--- src/design/gpio_port_regs.vh ---
/*
 register offsets, field positions, reset values and encodings for the gpio port block.
 assumes word-aligned byte addresses on a plain strobe register port.
*/
`ifndef GPIO_PORT_REGS_VH
`define GPIO_PORT_REGS_VH

// ----------------------------------------------------------------
// register offsets
// ----------------------------------------------------------------
`define OFS_PIN_MODE         8'h00
`define OFS_OUT_TYPE         8'h04
`define OFS_SLEW             8'h08
`define OFS_PULL             8'h0c
`define OFS_PIN_INPUT        8'h10
`define OFS_PIN_OUTPUT       8'h14
`define OFS_SET_CLEAR        8'h18
`define OFS_CONFIG_FREEZE    8'h1c
`define OFS_ALT_FUNC_LOW     8'h20
`define OFS_ALT_FUNC_HIGH    8'h24
`define OFS_CLEAR_STROBE     8'h28
`define OFS_DRIVE_SELECT     8'h2c

// ----------------------------------------------------------------
// field positions and reset values
// ----------------------------------------------------------------
`define FREEZE_KEY_BIT       16
`define HALF_WIDTH           16
`define RST_ZERO32           32'h00000000
`define RST_DRIVE32          32'h55555555
`define RST_MODE32           32'h00000000
`define RST_SLEW16           16'h0000

// ----------------------------------------------------------------
// key sequence states
// ----------------------------------------------------------------
`define KEY_IDLE             2'h0
`define KEY_GOT1             2'h1
`define KEY_GOT10            2'h2
`define KEY_GOT101           2'h3

// ----------------------------------------------------------------
// pin mode encoding
// ----------------------------------------------------------------
`define MODE_INPUT           2'h0
`define MODE_OUTPUT          2'h1
`define MODE_ALTFUNC         2'h2
`define MODE_ANALOG          2'h3

`endif

--- src/design/gpio_port.v ---
/*
 gpio port register block: input sampling, output data with set/clear strobes,
 configuration freeze with key sequence, alternate function and drive strength.
 assumes pin inputs already synchronous to sys_clk_i and a one-cycle strobe register port.
*/
// Our own choice: the plain strobed port.
`timescale 1ns/1ps
`include "gpio_port_regs.vh"

// Contract
// input register shows sampled pin levels in low 16 bits, read-only.
// output register holds per-pin level, read/write, drives general outputs.
// set/clear write sets low-half ones, clears upper-half ones.
// same pin set and clear together: set wins.
// software uses full word writes on strobe registers; nothing stored.
// clear-only write clears output bits written as one.
// key bit readable always, changes only by key sequence.
// key sequence 1,0,1 then reads give 0 then 1.
// software may skip the final confirming read.
// lock bits must stay equal during sequence; deviation aborts arming.
// once key active, whole freeze register ignores writes until reset.
// per-pin lock bits writable only while key reads 0.
// lock bit one marks pin configuration as locked.
// locked pins ignore configuration writes; data paths unaffected.
// 4-bit alternate function selector per pin, low and high registers.
// 2-bit drive strength per pin output to pad.
// reduced ports implement only listed pins; others read reset value.
// low alternate function register absent or pin 0 only per variant.
// software writes reserved bits with reset values.
// mode 00 input, 01 output, 10 alt function, 11 analog.
module gpio_port #(
    parameter [15:0] PIN_MASK = 16'hffff
) (
    input  wire        sys_clk_i,
    input  wire        resetn_i,
    input  wire [7:0]  addr_i,
    input  wire [31:0] wdata_i,
    input  wire        wr_i,
    input  wire        rd_i,
    output reg  [31:0] rdata_o,
    input  wire [15:0] pin_i,
    output wire [15:0] pin_o,
    output wire [15:0] pin_oe_o,
    output wire [31:0] pin_mode_o,
    output wire [15:0] open_drain_o,
    output wire [15:0] slow_slew_o,
    output wire [31:0] pull_o,
    output wire [63:0] alt_func_o,
    output wire [31:0] drive_strength_o
);

    // ----------------------------------------------------------------
    // per-pin field spreading
    // ----------------------------------------------------------------
    // one bit per pin widened to a 2-bit field per pin
    function [31:0] spread2;
        input [15:0] bits;
        integer f;
        begin
            spread2 = `RST_ZERO32;
            for (f = 0; f < 16; f = f + 1)
                spread2[2*f +: 2] = {2{bits[f]}};
        end
    endfunction

    // one bit per pin widened to a 4-bit field per pin
    function [63:0] spread4;
        input [15:0] bits;
        integer f;
        begin
            spread4 = 64'h0;
            for (f = 0; f < 16; f = f + 1)
                spread4[4*f +: 4] = {4{bits[f]}};
        end
    endfunction

    // constant, so the async reset branch loads no variable
    localparam [31:0] DS_RESET = `RST_DRIVE32 & spread2(PIN_MASK);

    // ----------------------------------------------------------------
    // registers
    // ----------------------------------------------------------------
    reg [15:0] pin_input_bits_r;
    reg [15:0] pin_output_bits_r;
    reg [15:0] config_freeze_bits_r;
    reg        freeze_key_r;
    reg [1:0]  key_state_r;
    reg [31:0] mode_r;
    reg [15:0] otype_r;
    reg [15:0] slew_r;
    reg [31:0] pull_r;
    reg [63:0] alt_func_selector_r;
    reg [31:0] drive_strength_field_r;

    // ----------------------------------------------------------------
    // write decode
    // ----------------------------------------------------------------
    wire w_mode   = wr_i && (addr_i == `OFS_PIN_MODE);
    wire w_otype  = wr_i && (addr_i == `OFS_OUT_TYPE);
    wire w_slew   = wr_i && (addr_i == `OFS_SLEW);
    wire w_pull   = wr_i && (addr_i == `OFS_PULL);
    wire w_out    = wr_i && (addr_i == `OFS_PIN_OUTPUT);
    wire w_setclr = wr_i && (addr_i == `OFS_SET_CLEAR);
    wire w_freeze = wr_i && (addr_i == `OFS_CONFIG_FREEZE);
    wire w_afl    = wr_i && (addr_i == `OFS_ALT_FUNC_LOW);
    wire w_afh    = wr_i && (addr_i == `OFS_ALT_FUNC_HIGH);
    wire w_clr    = wr_i && (addr_i == `OFS_CLEAR_STROBE);
    wire w_ds     = wr_i && (addr_i == `OFS_DRIVE_SELECT);
    wire r_freeze = rd_i && (addr_i == `OFS_CONFIG_FREEZE);

    // locked pins
    wire [15:0] locked  = freeze_key_r ? config_freeze_bits_r : 16'h0000;
    // editable fields only
    wire [15:0] free1   = PIN_MASK & ~locked;
    wire [31:0] free2   = spread2(free1);
    wire [63:0] free4   = spread4(free1);

    wire [15:0] set_strobe_bits   = w_setclr ? wdata_i[15:0] : 16'h0000;
    wire [15:0] clear_strobe_bits = (w_setclr ? wdata_i[31:16] : 16'h0000)
                                  | (w_clr ? wdata_i[15:0] : 16'h0000);

    // ----------------------------------------------------------------
    // output data path
    // ----------------------------------------------------------------
    // set and clear strobes
    // set over clear
    // clear-only strobe
    wire [15:0] pod_base = w_out ? wdata_i[15:0] : pin_output_bits_r;
    wire [15:0] pin_output_bits_nxt = ((pod_base & ~clear_strobe_bits) | set_strobe_bits)
                                      & PIN_MASK;

    always @(posedge sys_clk_i or negedge resetn_i) begin
        if (!resetn_i) begin
            pin_input_bits_r  <= 16'h0000;
            pin_output_bits_r <= 16'h0000;
        end else begin
            // sample inputs
            pin_input_bits_r  <= pin_i & PIN_MASK;
            // store output level
            pin_output_bits_r <= pin_output_bits_nxt;
        end
    end

    // ----------------------------------------------------------------
    // freeze key sequence
    // ----------------------------------------------------------------
    wire       kbit    = wdata_i[`FREEZE_KEY_BIT];
    wire [15:0] wlock  = wdata_i[15:0] & PIN_MASK;
    wire       same    = (wlock == config_freeze_bits_r);
    always @(posedge sys_clk_i or negedge resetn_i) begin
        if (!resetn_i) begin
            config_freeze_bits_r <= 16'h0000;
            freeze_key_r         <= 1'b0;
            key_state_r          <= `KEY_IDLE;
        end else if (freeze_key_r) begin
            // frozen until reset
            key_state_r <= `KEY_IDLE;
        end else if (w_freeze) begin
            // lock bits writable while key is 0
            config_freeze_bits_r <= wlock;
            // key only via sequence
            // changed lock bits abort
            case (key_state_r)
                `KEY_IDLE:  key_state_r <= kbit ? `KEY_GOT1 : `KEY_IDLE;
                `KEY_GOT1:  key_state_r <= (!kbit && same) ? `KEY_GOT10
                                          : (kbit ? `KEY_GOT1 : `KEY_IDLE);
                `KEY_GOT10: key_state_r <= (kbit && same) ? `KEY_GOT101
                                          : `KEY_IDLE;
                default:    key_state_r <= kbit ? `KEY_GOT1 : `KEY_IDLE;
            endcase
        end else if (r_freeze && key_state_r == `KEY_GOT101) begin
            // first read returns 0, then key goes active
            freeze_key_r      <= 1'b1;
            key_state_r       <= `KEY_IDLE;
        end else if (wr_i && key_state_r != `KEY_IDLE) begin
            // foreign write breaks sequence
            key_state_r <= `KEY_IDLE;
        end
    end

    // ----------------------------------------------------------------
    // configuration fields
    // ----------------------------------------------------------------
    always @(posedge sys_clk_i or negedge resetn_i) begin
        if (!resetn_i) begin
            mode_r                 <= `RST_MODE32;
            otype_r                <= 16'h0000;
            slew_r                 <= `RST_SLEW16;
            pull_r                 <= `RST_ZERO32;
            alt_func_selector_r    <= 64'h0;
            drive_strength_field_r <= DS_RESET;
        end else begin
            // locked pins keep configuration
            // mode encoding carried to pads
            if (w_mode)
                mode_r <= (mode_r & ~free2) | (wdata_i & free2);
            if (w_otype)
                otype_r <= (otype_r & ~free1) | (wdata_i[15:0] & free1);
            if (w_slew)
                slew_r <= (slew_r & ~free1) | (wdata_i[15:0] & free1);
            if (w_pull)
                pull_r <= (pull_r & ~free2) | (wdata_i & free2);
            // selector per pin
            // low register follows implemented pins
            if (w_afl)
                alt_func_selector_r[31:0] <= (alt_func_selector_r[31:0] & ~free4[31:0])
                                           | (wdata_i & free4[31:0]);
            if (w_afh)
                alt_func_selector_r[63:32] <= (alt_func_selector_r[63:32] & ~free4[63:32])
                                            | (wdata_i & free4[63:32]);
            // drive strength code
            if (w_ds)
                drive_strength_field_r <= (drive_strength_field_r & ~free2) | (wdata_i & free2);
        end
    end

    // ----------------------------------------------------------------
    // read path
    // ----------------------------------------------------------------
    // unimplemented pins read reset value; strobes read zero
    always @(posedge sys_clk_i or negedge resetn_i) begin
        if (!resetn_i) begin
            rdata_o <= `RST_ZERO32;
        end else if (rd_i) begin
            if (addr_i == `OFS_PIN_MODE)
                rdata_o <= mode_r;
            else if (addr_i == `OFS_OUT_TYPE)
                rdata_o <= {16'h0000, otype_r};
            else if (addr_i == `OFS_SLEW)
                rdata_o <= {16'h0000, slew_r};
            else if (addr_i == `OFS_PULL)
                rdata_o <= pull_r;
            else if (addr_i == `OFS_PIN_INPUT)
                rdata_o <= {16'h0000, pin_input_bits_r};
            else if (addr_i == `OFS_PIN_OUTPUT)
                rdata_o <= {16'h0000, pin_output_bits_r};
            else if (addr_i == `OFS_CONFIG_FREEZE)
                // second read shows the armed key
                rdata_o <= {15'h0000, freeze_key_r, config_freeze_bits_r};
            else if (addr_i == `OFS_ALT_FUNC_LOW)
                rdata_o <= alt_func_selector_r[31:0];
            else if (addr_i == `OFS_ALT_FUNC_HIGH)
                rdata_o <= alt_func_selector_r[63:32];
            else if (addr_i == `OFS_DRIVE_SELECT)
                rdata_o <= drive_strength_field_r;
            else
                rdata_o <= `RST_ZERO32;
        end else begin
            rdata_o <= `RST_ZERO32;
        end
    end

    // ----------------------------------------------------------------
    // pad side
    // ----------------------------------------------------------------
    // general outputs drive stored level
    reg [15:0] oe;
    integer    k;
    always @* begin
        oe = 16'h0000;
        for (k = 0; k < 16; k = k + 1)
            oe[k] = PIN_MASK[k] && (mode_r[2*k +: 2] == `MODE_OUTPUT);
    end
    assign pin_o            = pin_output_bits_r;
    assign pin_oe_o         = oe;
    assign pin_mode_o       = mode_r;
    assign open_drain_o     = otype_r;
    assign slow_slew_o      = slew_r;
    assign pull_o           = pull_r;
    assign alt_func_o       = alt_func_selector_r;
    assign drive_strength_o = drive_strength_field_r;

endmodule // gpio_port

--- config.mk ---
export PLATFORM = sky130hd
export DESIGN_NAME = gpio_port
export DESIGN_NICKNAME = d
export VERILOG_FILES = /design/src/design/gpio_port.v
export VERILOG_INCLUDE_DIRS = /design/src /design/src/design
export SDC_FILE = /design/constraint.sdc
export NUM_CORES = 1
export LEC_CHECK = 0
export BUFFER_PORTS_ARGS = -buffer_cell sky130_fd_sc_hd__clkbuf_2
export CORE_MARGIN = 2
export CORE_UTILIZATION = 35
export DETAILED_ROUTE_END_ITERATION = 8
export SYNTH_ARGS = -nofsm -noshare
export SYNTH_HDL_FRONTEND = slang
export SYNTH_SLANG_ARGS = --single-unit
export TNS_END_PERCENT = 100
--- constraint.sdc ---
create_clock -name sys_clk_i -period 1.9 [get_ports sys_clk_i]
set_input_delay 0.38 -clock sys_clk_i [delete_from_list [all_inputs] [get_ports sys_clk_i]]
set_output_delay 0.38 -clock sys_clk_i [all_outputs]
set_load 0.02 [all_outputs]
# == Yosys cells after proc, flatten, opt, wreduce, memory -nomap -nowiden ==
# Index checks and enable logic that the tools add are counted.
# op_classes
n_eq_ne,31
n_mux,27
n_bitwise,28
reduce_logical,21
# op_table
op,n
32-bit 2-to-1 mux,11
32-bit AND,8
32-bit bitwise OR,5
32-bit NOT,3
16-bit 2-to-1 mux,5
16-bit AND,4
16-bit bitwise OR,4
16-bit NOT,3
2-bit by 1-bit == test with 1-bit output (second input constant),17
8-bit by 5-bit == test with 1-bit output (second input constant),4
8-bit by 6-bit == test with 1-bit output (second input constant),4
16-bit == test,1
8-bit by 4-bit == test with 1-bit output (second input constant),2
1-bit logical AND,16
2-bit 2-to-1 mux,6
8-bit by 3-bit == test with 1-bit output (second input constant),1
8-bit logical NOT,1
2-bit == test (second input constant),2
1-bit 2-to-1 mux,4
2-bit case mux with 2 select lines,1
4-bit nonzero test,1
2-bit AND reduction,1
2-bit nonzero test,1
1-bit logical NOT,1
1-bit NOT,1
# word_totals
regBits,275
in_bits,60
output_inout_bits,256

# == Logic depth before layout (Yosys ltp) ==
# depth
ltp_word,12
mapped_depth,9
ltp_nobuf,7

# == Worst setup path before layout ==
# Ideal clock, no wire load.
# synth_path
path_kind,input to register
start,input port addr_i[3]
end,register with a tool-made name
setup_time_ps,125
arrival_time_ps,1844
setup_slack_ps,-69
stages,7
cell_sequence,buf_4 -> or4_1 -> buf_2 -> nor2_4 -> buf_4 -> nand2_1 -> mux2_2
# synth_lines
element,line_no,source
"start, declared",gpio_port.v:36,"input wire [7:0] addr_i,"

==> summary by stage <==
Power
VDD sags by at most 504 uV. The logic gate share of total power is 11.3%. The analysis attributes to cell leakage a power of 8.56 nW. The power density over the cells is 830 nW/um^2. The analysis attributes to net switching a power of 3.81 mW. Of the total power, the clock network draws 45.0%. The net switching share of the total power is 26.1%.

The internal portion of the total power is 10.8 mW. The sequential fraction of design power is 43.6%.

Critical path
Data on the critical path is required at its endpoint by 2.30 ns. Counting both buffers and inverters, the worst setup path holds a total of 1. The worst setup path is captured at a register. The worst register-to-register path ends at rdata_o[13]. The largest single stage delay on the critical path is 0.65 ns. In this run the worst path has a maximum fanout of 8.

Counting cells, the worst reg-to-reg path comes to 5. The critical setup path kind is primary input to register. The setup check on the worst reg-to-reg path leaves a slack of 0.23 ns. The critical path startpoint category is a primary input. The cell with the largest stage delay on the worst path is sky130_fd_sc_hd__or4_4. The worst endpoint data arrival time is 2.26 ns. Walking the worst path, the cells encountered are buf_2, or4_4, nor2_4, nand2_1, mux2_2. The cell family contributing the most delay on the critical path is simple AND/OR/NAND/NOR gates.

Layout
After the last flow step, the layout net total stands at 1638. The most common library cell in the layout ignoring fill and taps is sky130_fd_sc_hd__clkbuf_2. In the final layout, the share of cells above drive strength 1 is 47.1%. The library cells used most frequently in the layout, excluding fill and tap cells, are sky130_fd_sc_hd__clkbuf_2, sky130_fd_sc_hd__dfrtp_1, sky130_fd_sc_hd__mux2_2. The synthesis-to-layout area growth is 33.8%. The number of cells in the finished layout apart from fillers is 2078. At the end of the flow the core is filled with cells to 47.2%.

Clocking
TritonCTS built the clock tree. CTS built an H-tree with a depth of 2. The register clock-pin slew on the reported worst setup and hold paths is 0.05 ns. The number of buffers on the longest clock path is 3. The post-CTS setup-driven buffer insertion count is 0. The latest clock arrival within the worst-skew pair is 0.53 ns. The clock root buffer is sky130_fd_sc_hd__clkbuf_16. The total clock sinks is 275. The number of clock buffers inserted by TritonCTS is 34.

GRT
Global routing used 26.0% of the available tracks. Entering global routing, the biggest net connects 54 pins. The leftover overflow at the end of global routing is 0. The number of global-route vias before repair is 11399. The number of antenna violations at the first check in global routing is 5.

The first global-routing pass estimated 75100 um of wire.

Synthesis
The register area share after synthesis is 52.5%. For this run, asynchronously set or reset flops after synthesis account for 100%. After synthesis the cells add up to 13200 um^2. The count of flip-flops with a built-in enable after synthesis is 0. In the synthesized netlist, the number of instances is 1147. The count of distinct cell types in the synthesized netlist is 58. The total nets after synthesis is 1211.

The register bit count reported by yosys is 275. Yosys printed 0 warnings. The biggest area contributor in the post-synthesis netlist is sky130_fd_sc_hd__dfrtp_1.

Yosys attributes the largest share of cell area to sky130_fd_sc_hd__dfrtp_1, sky130_fd_sc_hd__mux2_2, sky130_fd_sc_hd__nand2_1, sky130_fd_sc_hd__dfstp_2, sky130_fd_sc_hd__a21oi_1. The average instance in the mapped netlist occupies 11.5 um^2. The predominant post-synthesis flop cell is sky130_fd_sc_hd__dfrtp_1.

The top cell type by area accounts for 49.3% of the synthesized area.

Timing
Dividing the final minimum period by the clock period gives 98.0%. The peak clock frequency supported by timing is 537 MHz. For the pin with the worst max-slew slack, the measured transition is 0.504 ns. The total count of hold-check failures in the final report is 0.

Measured against its own limit, the worst slew margin works out to 66.4%. The final critical path time including I/O delays and setup is 1.86 ns. The setup clock skew after layout is 0.0184 ns.

Setup repair after global routing left no endpoint under its margin. The number of endpoints failing setup at the final stage is 0. The number of slew-limit violations in the final report came to 0.

Placement
The placer congestion estimate is 0.964. The placed wire-length estimate is 38900 um. The number of placed instances, taps included, is 1995. Input and output buffers added on the ports amount to 315.

Floorplanning
The initialized floorplan defines 71 standard-cell rows. After floorplanning, the core was sized to cover 37300 um^2. The total die area is 39200 um^2. For this configuration, the core starts out at a cell density of 35.3%. In this run the horizontal extent of the chip is 198 um. 316 I/O pins were placed. The vertical die dimension is 198 um.

Drt
The post-detailed-route DRC marker count is 0. After the first detailed-routing iteration, the DRC count stood at 1138. Dividing the detail-routed via count by the number of cells gives 5.54. The via count of the routed design is 11520. Dividing the detail-routed wire length by the instance count gives 24.7 um.

The routed wire length is 51400 um. The residual antenna-violating net count after detailed routing is 0. The iteration count of the initial detailed-routing pass is 8.

Run
The max-cap check violation count is 0.

Min path
The startpoint identified for the worst hold timing path is wr_i. The worst hold path belongs to the class primary input to register. The worst hold path passes through 2 cells. The end point of the most critical hold path is freeze_key_r.

Outcome
The run finished with clean final reports.
## layer usage
metal  vias up  global-route usage [%]  part of all wire [%]
met5         -                       0                 0.025
met4         2                    10.6                   4.1
met3       122                    5.69                   7.8
met2       556                    41.2                    46
met1      5810                    34.6                    42
li1       5030                       -                     -
## final cells by class
class                   instances  area, um^2
diodes                          4        10.0
clock buffers                  53        1050
clock inverters                 9         100
fillers                      3503       19700
inverters                      15        56.3
multi-input cells             782        5920
flip-flops and latches        275        6900
well taps                     474         593
repair buffers                466        2980
## cells in the mapped netlist, drive strengths merged, types with 9 or more instances
cell / n
dfrtp: 259
mux2: 221
nand2: 182
a21oi: 51
clkbuf: 47
a22oi: 29
nor2: 29
buf: 28
o21ai: 20
nor2b: 18
and2: 17
mux2i: 17
or3: 17
a32o: 16
dfstp: 16
o22ai: 16
a222oi: 15
inv: 15
nand3: 12
o221ai: 12
xnor2: 12
nand2b: 11
a31oi: 9
nor3: 9
## stage by stage
stage | hold WS [ns] | TNS (ns) | area (um^2) | power (mW) | setup WS, ns
after detailed placement | 0.352 | -49.59 | 16300 | 8.09 | -0.461
final | 0.186 | 0 | 17600 | 14.6 | 0.0377
after CTS | 0.175 | 0 | 17600 | 14.7 | 0.0736
after floorplan | 0.0844 | 0 | 13200 | 7.17 | 0.00293
after global routing | 0.197 | 0 | 17600 | 15.1 | 0.00756
after global placement | 0.350 | -46.92 | 16300 | 8.07 | -0.449
## worst reg2reg max path, cell delays in order (launching register included)
cell and delay [ns]:
sky130_fd_sc_hd__dfrtp_1 0.40, sky130_fd_sc_hd__mux2_2 0.30, sky130_fd_sc_hd__a22oi_2 0.27, sky130_fd_sc_hd__a221oi_1 0.14, sky130_fd_sc_hd__o221ai_1 0.33, sky130_fd_sc_hd__a21oi_1 0.13
## kinds of logic after synthesis
kind of cell,Yosys count,share of synthesized area [%]
and+or+nand+nor,322,12.1
adders and majority gates,4,0.380
AOI/OAI and AO/OA,202,10.9
muxes,238,20.2
xor gates and xnor gates,16,1.07
DFF,275,52.5
buffers and inverters,90,2.88
## worst max path at each step
stage / slack, ns / endpoint / cells after the start / startpoint
2_1_floorplan: 0.003 / register / 9 / addr_i[3]
3_3_place_gp: -0.45 / register / 5 / addr_i[2]
3_5_place_dp: -0.46 / register / 5 / addr_i[2]
4_1_cts: 0.07 / register / 5 / addr_i[2]
5_1_grt: 0.008 / register / 5 / addr_i[2]
6_report: 0.04 / register / 5 / addr_i[3]
## power by group through the flow
stage | Sequential (mW) | Clock [mW] | Combinational [mW]
after CTS | 6.37 | 6.68 | 1.66
after global placement | 6.46 | 0 | 1.61
after detailed placement | 6.47 | 0 | 1.62
after global routing | 6.40 | 6.94 | 1.76
final | 6.38 | 6.58 | 1.65
after floorplan | 6.65 | 0 | 0.518
## timing repair
action                                  in CTS  in global routing
endpoints found under the hold margin       60                  0
endpoints found under the setup margin       0                  1
hold buffers                                17                  0
gates resized for setup                      0                  1
(Power assumes the default switching activity.)
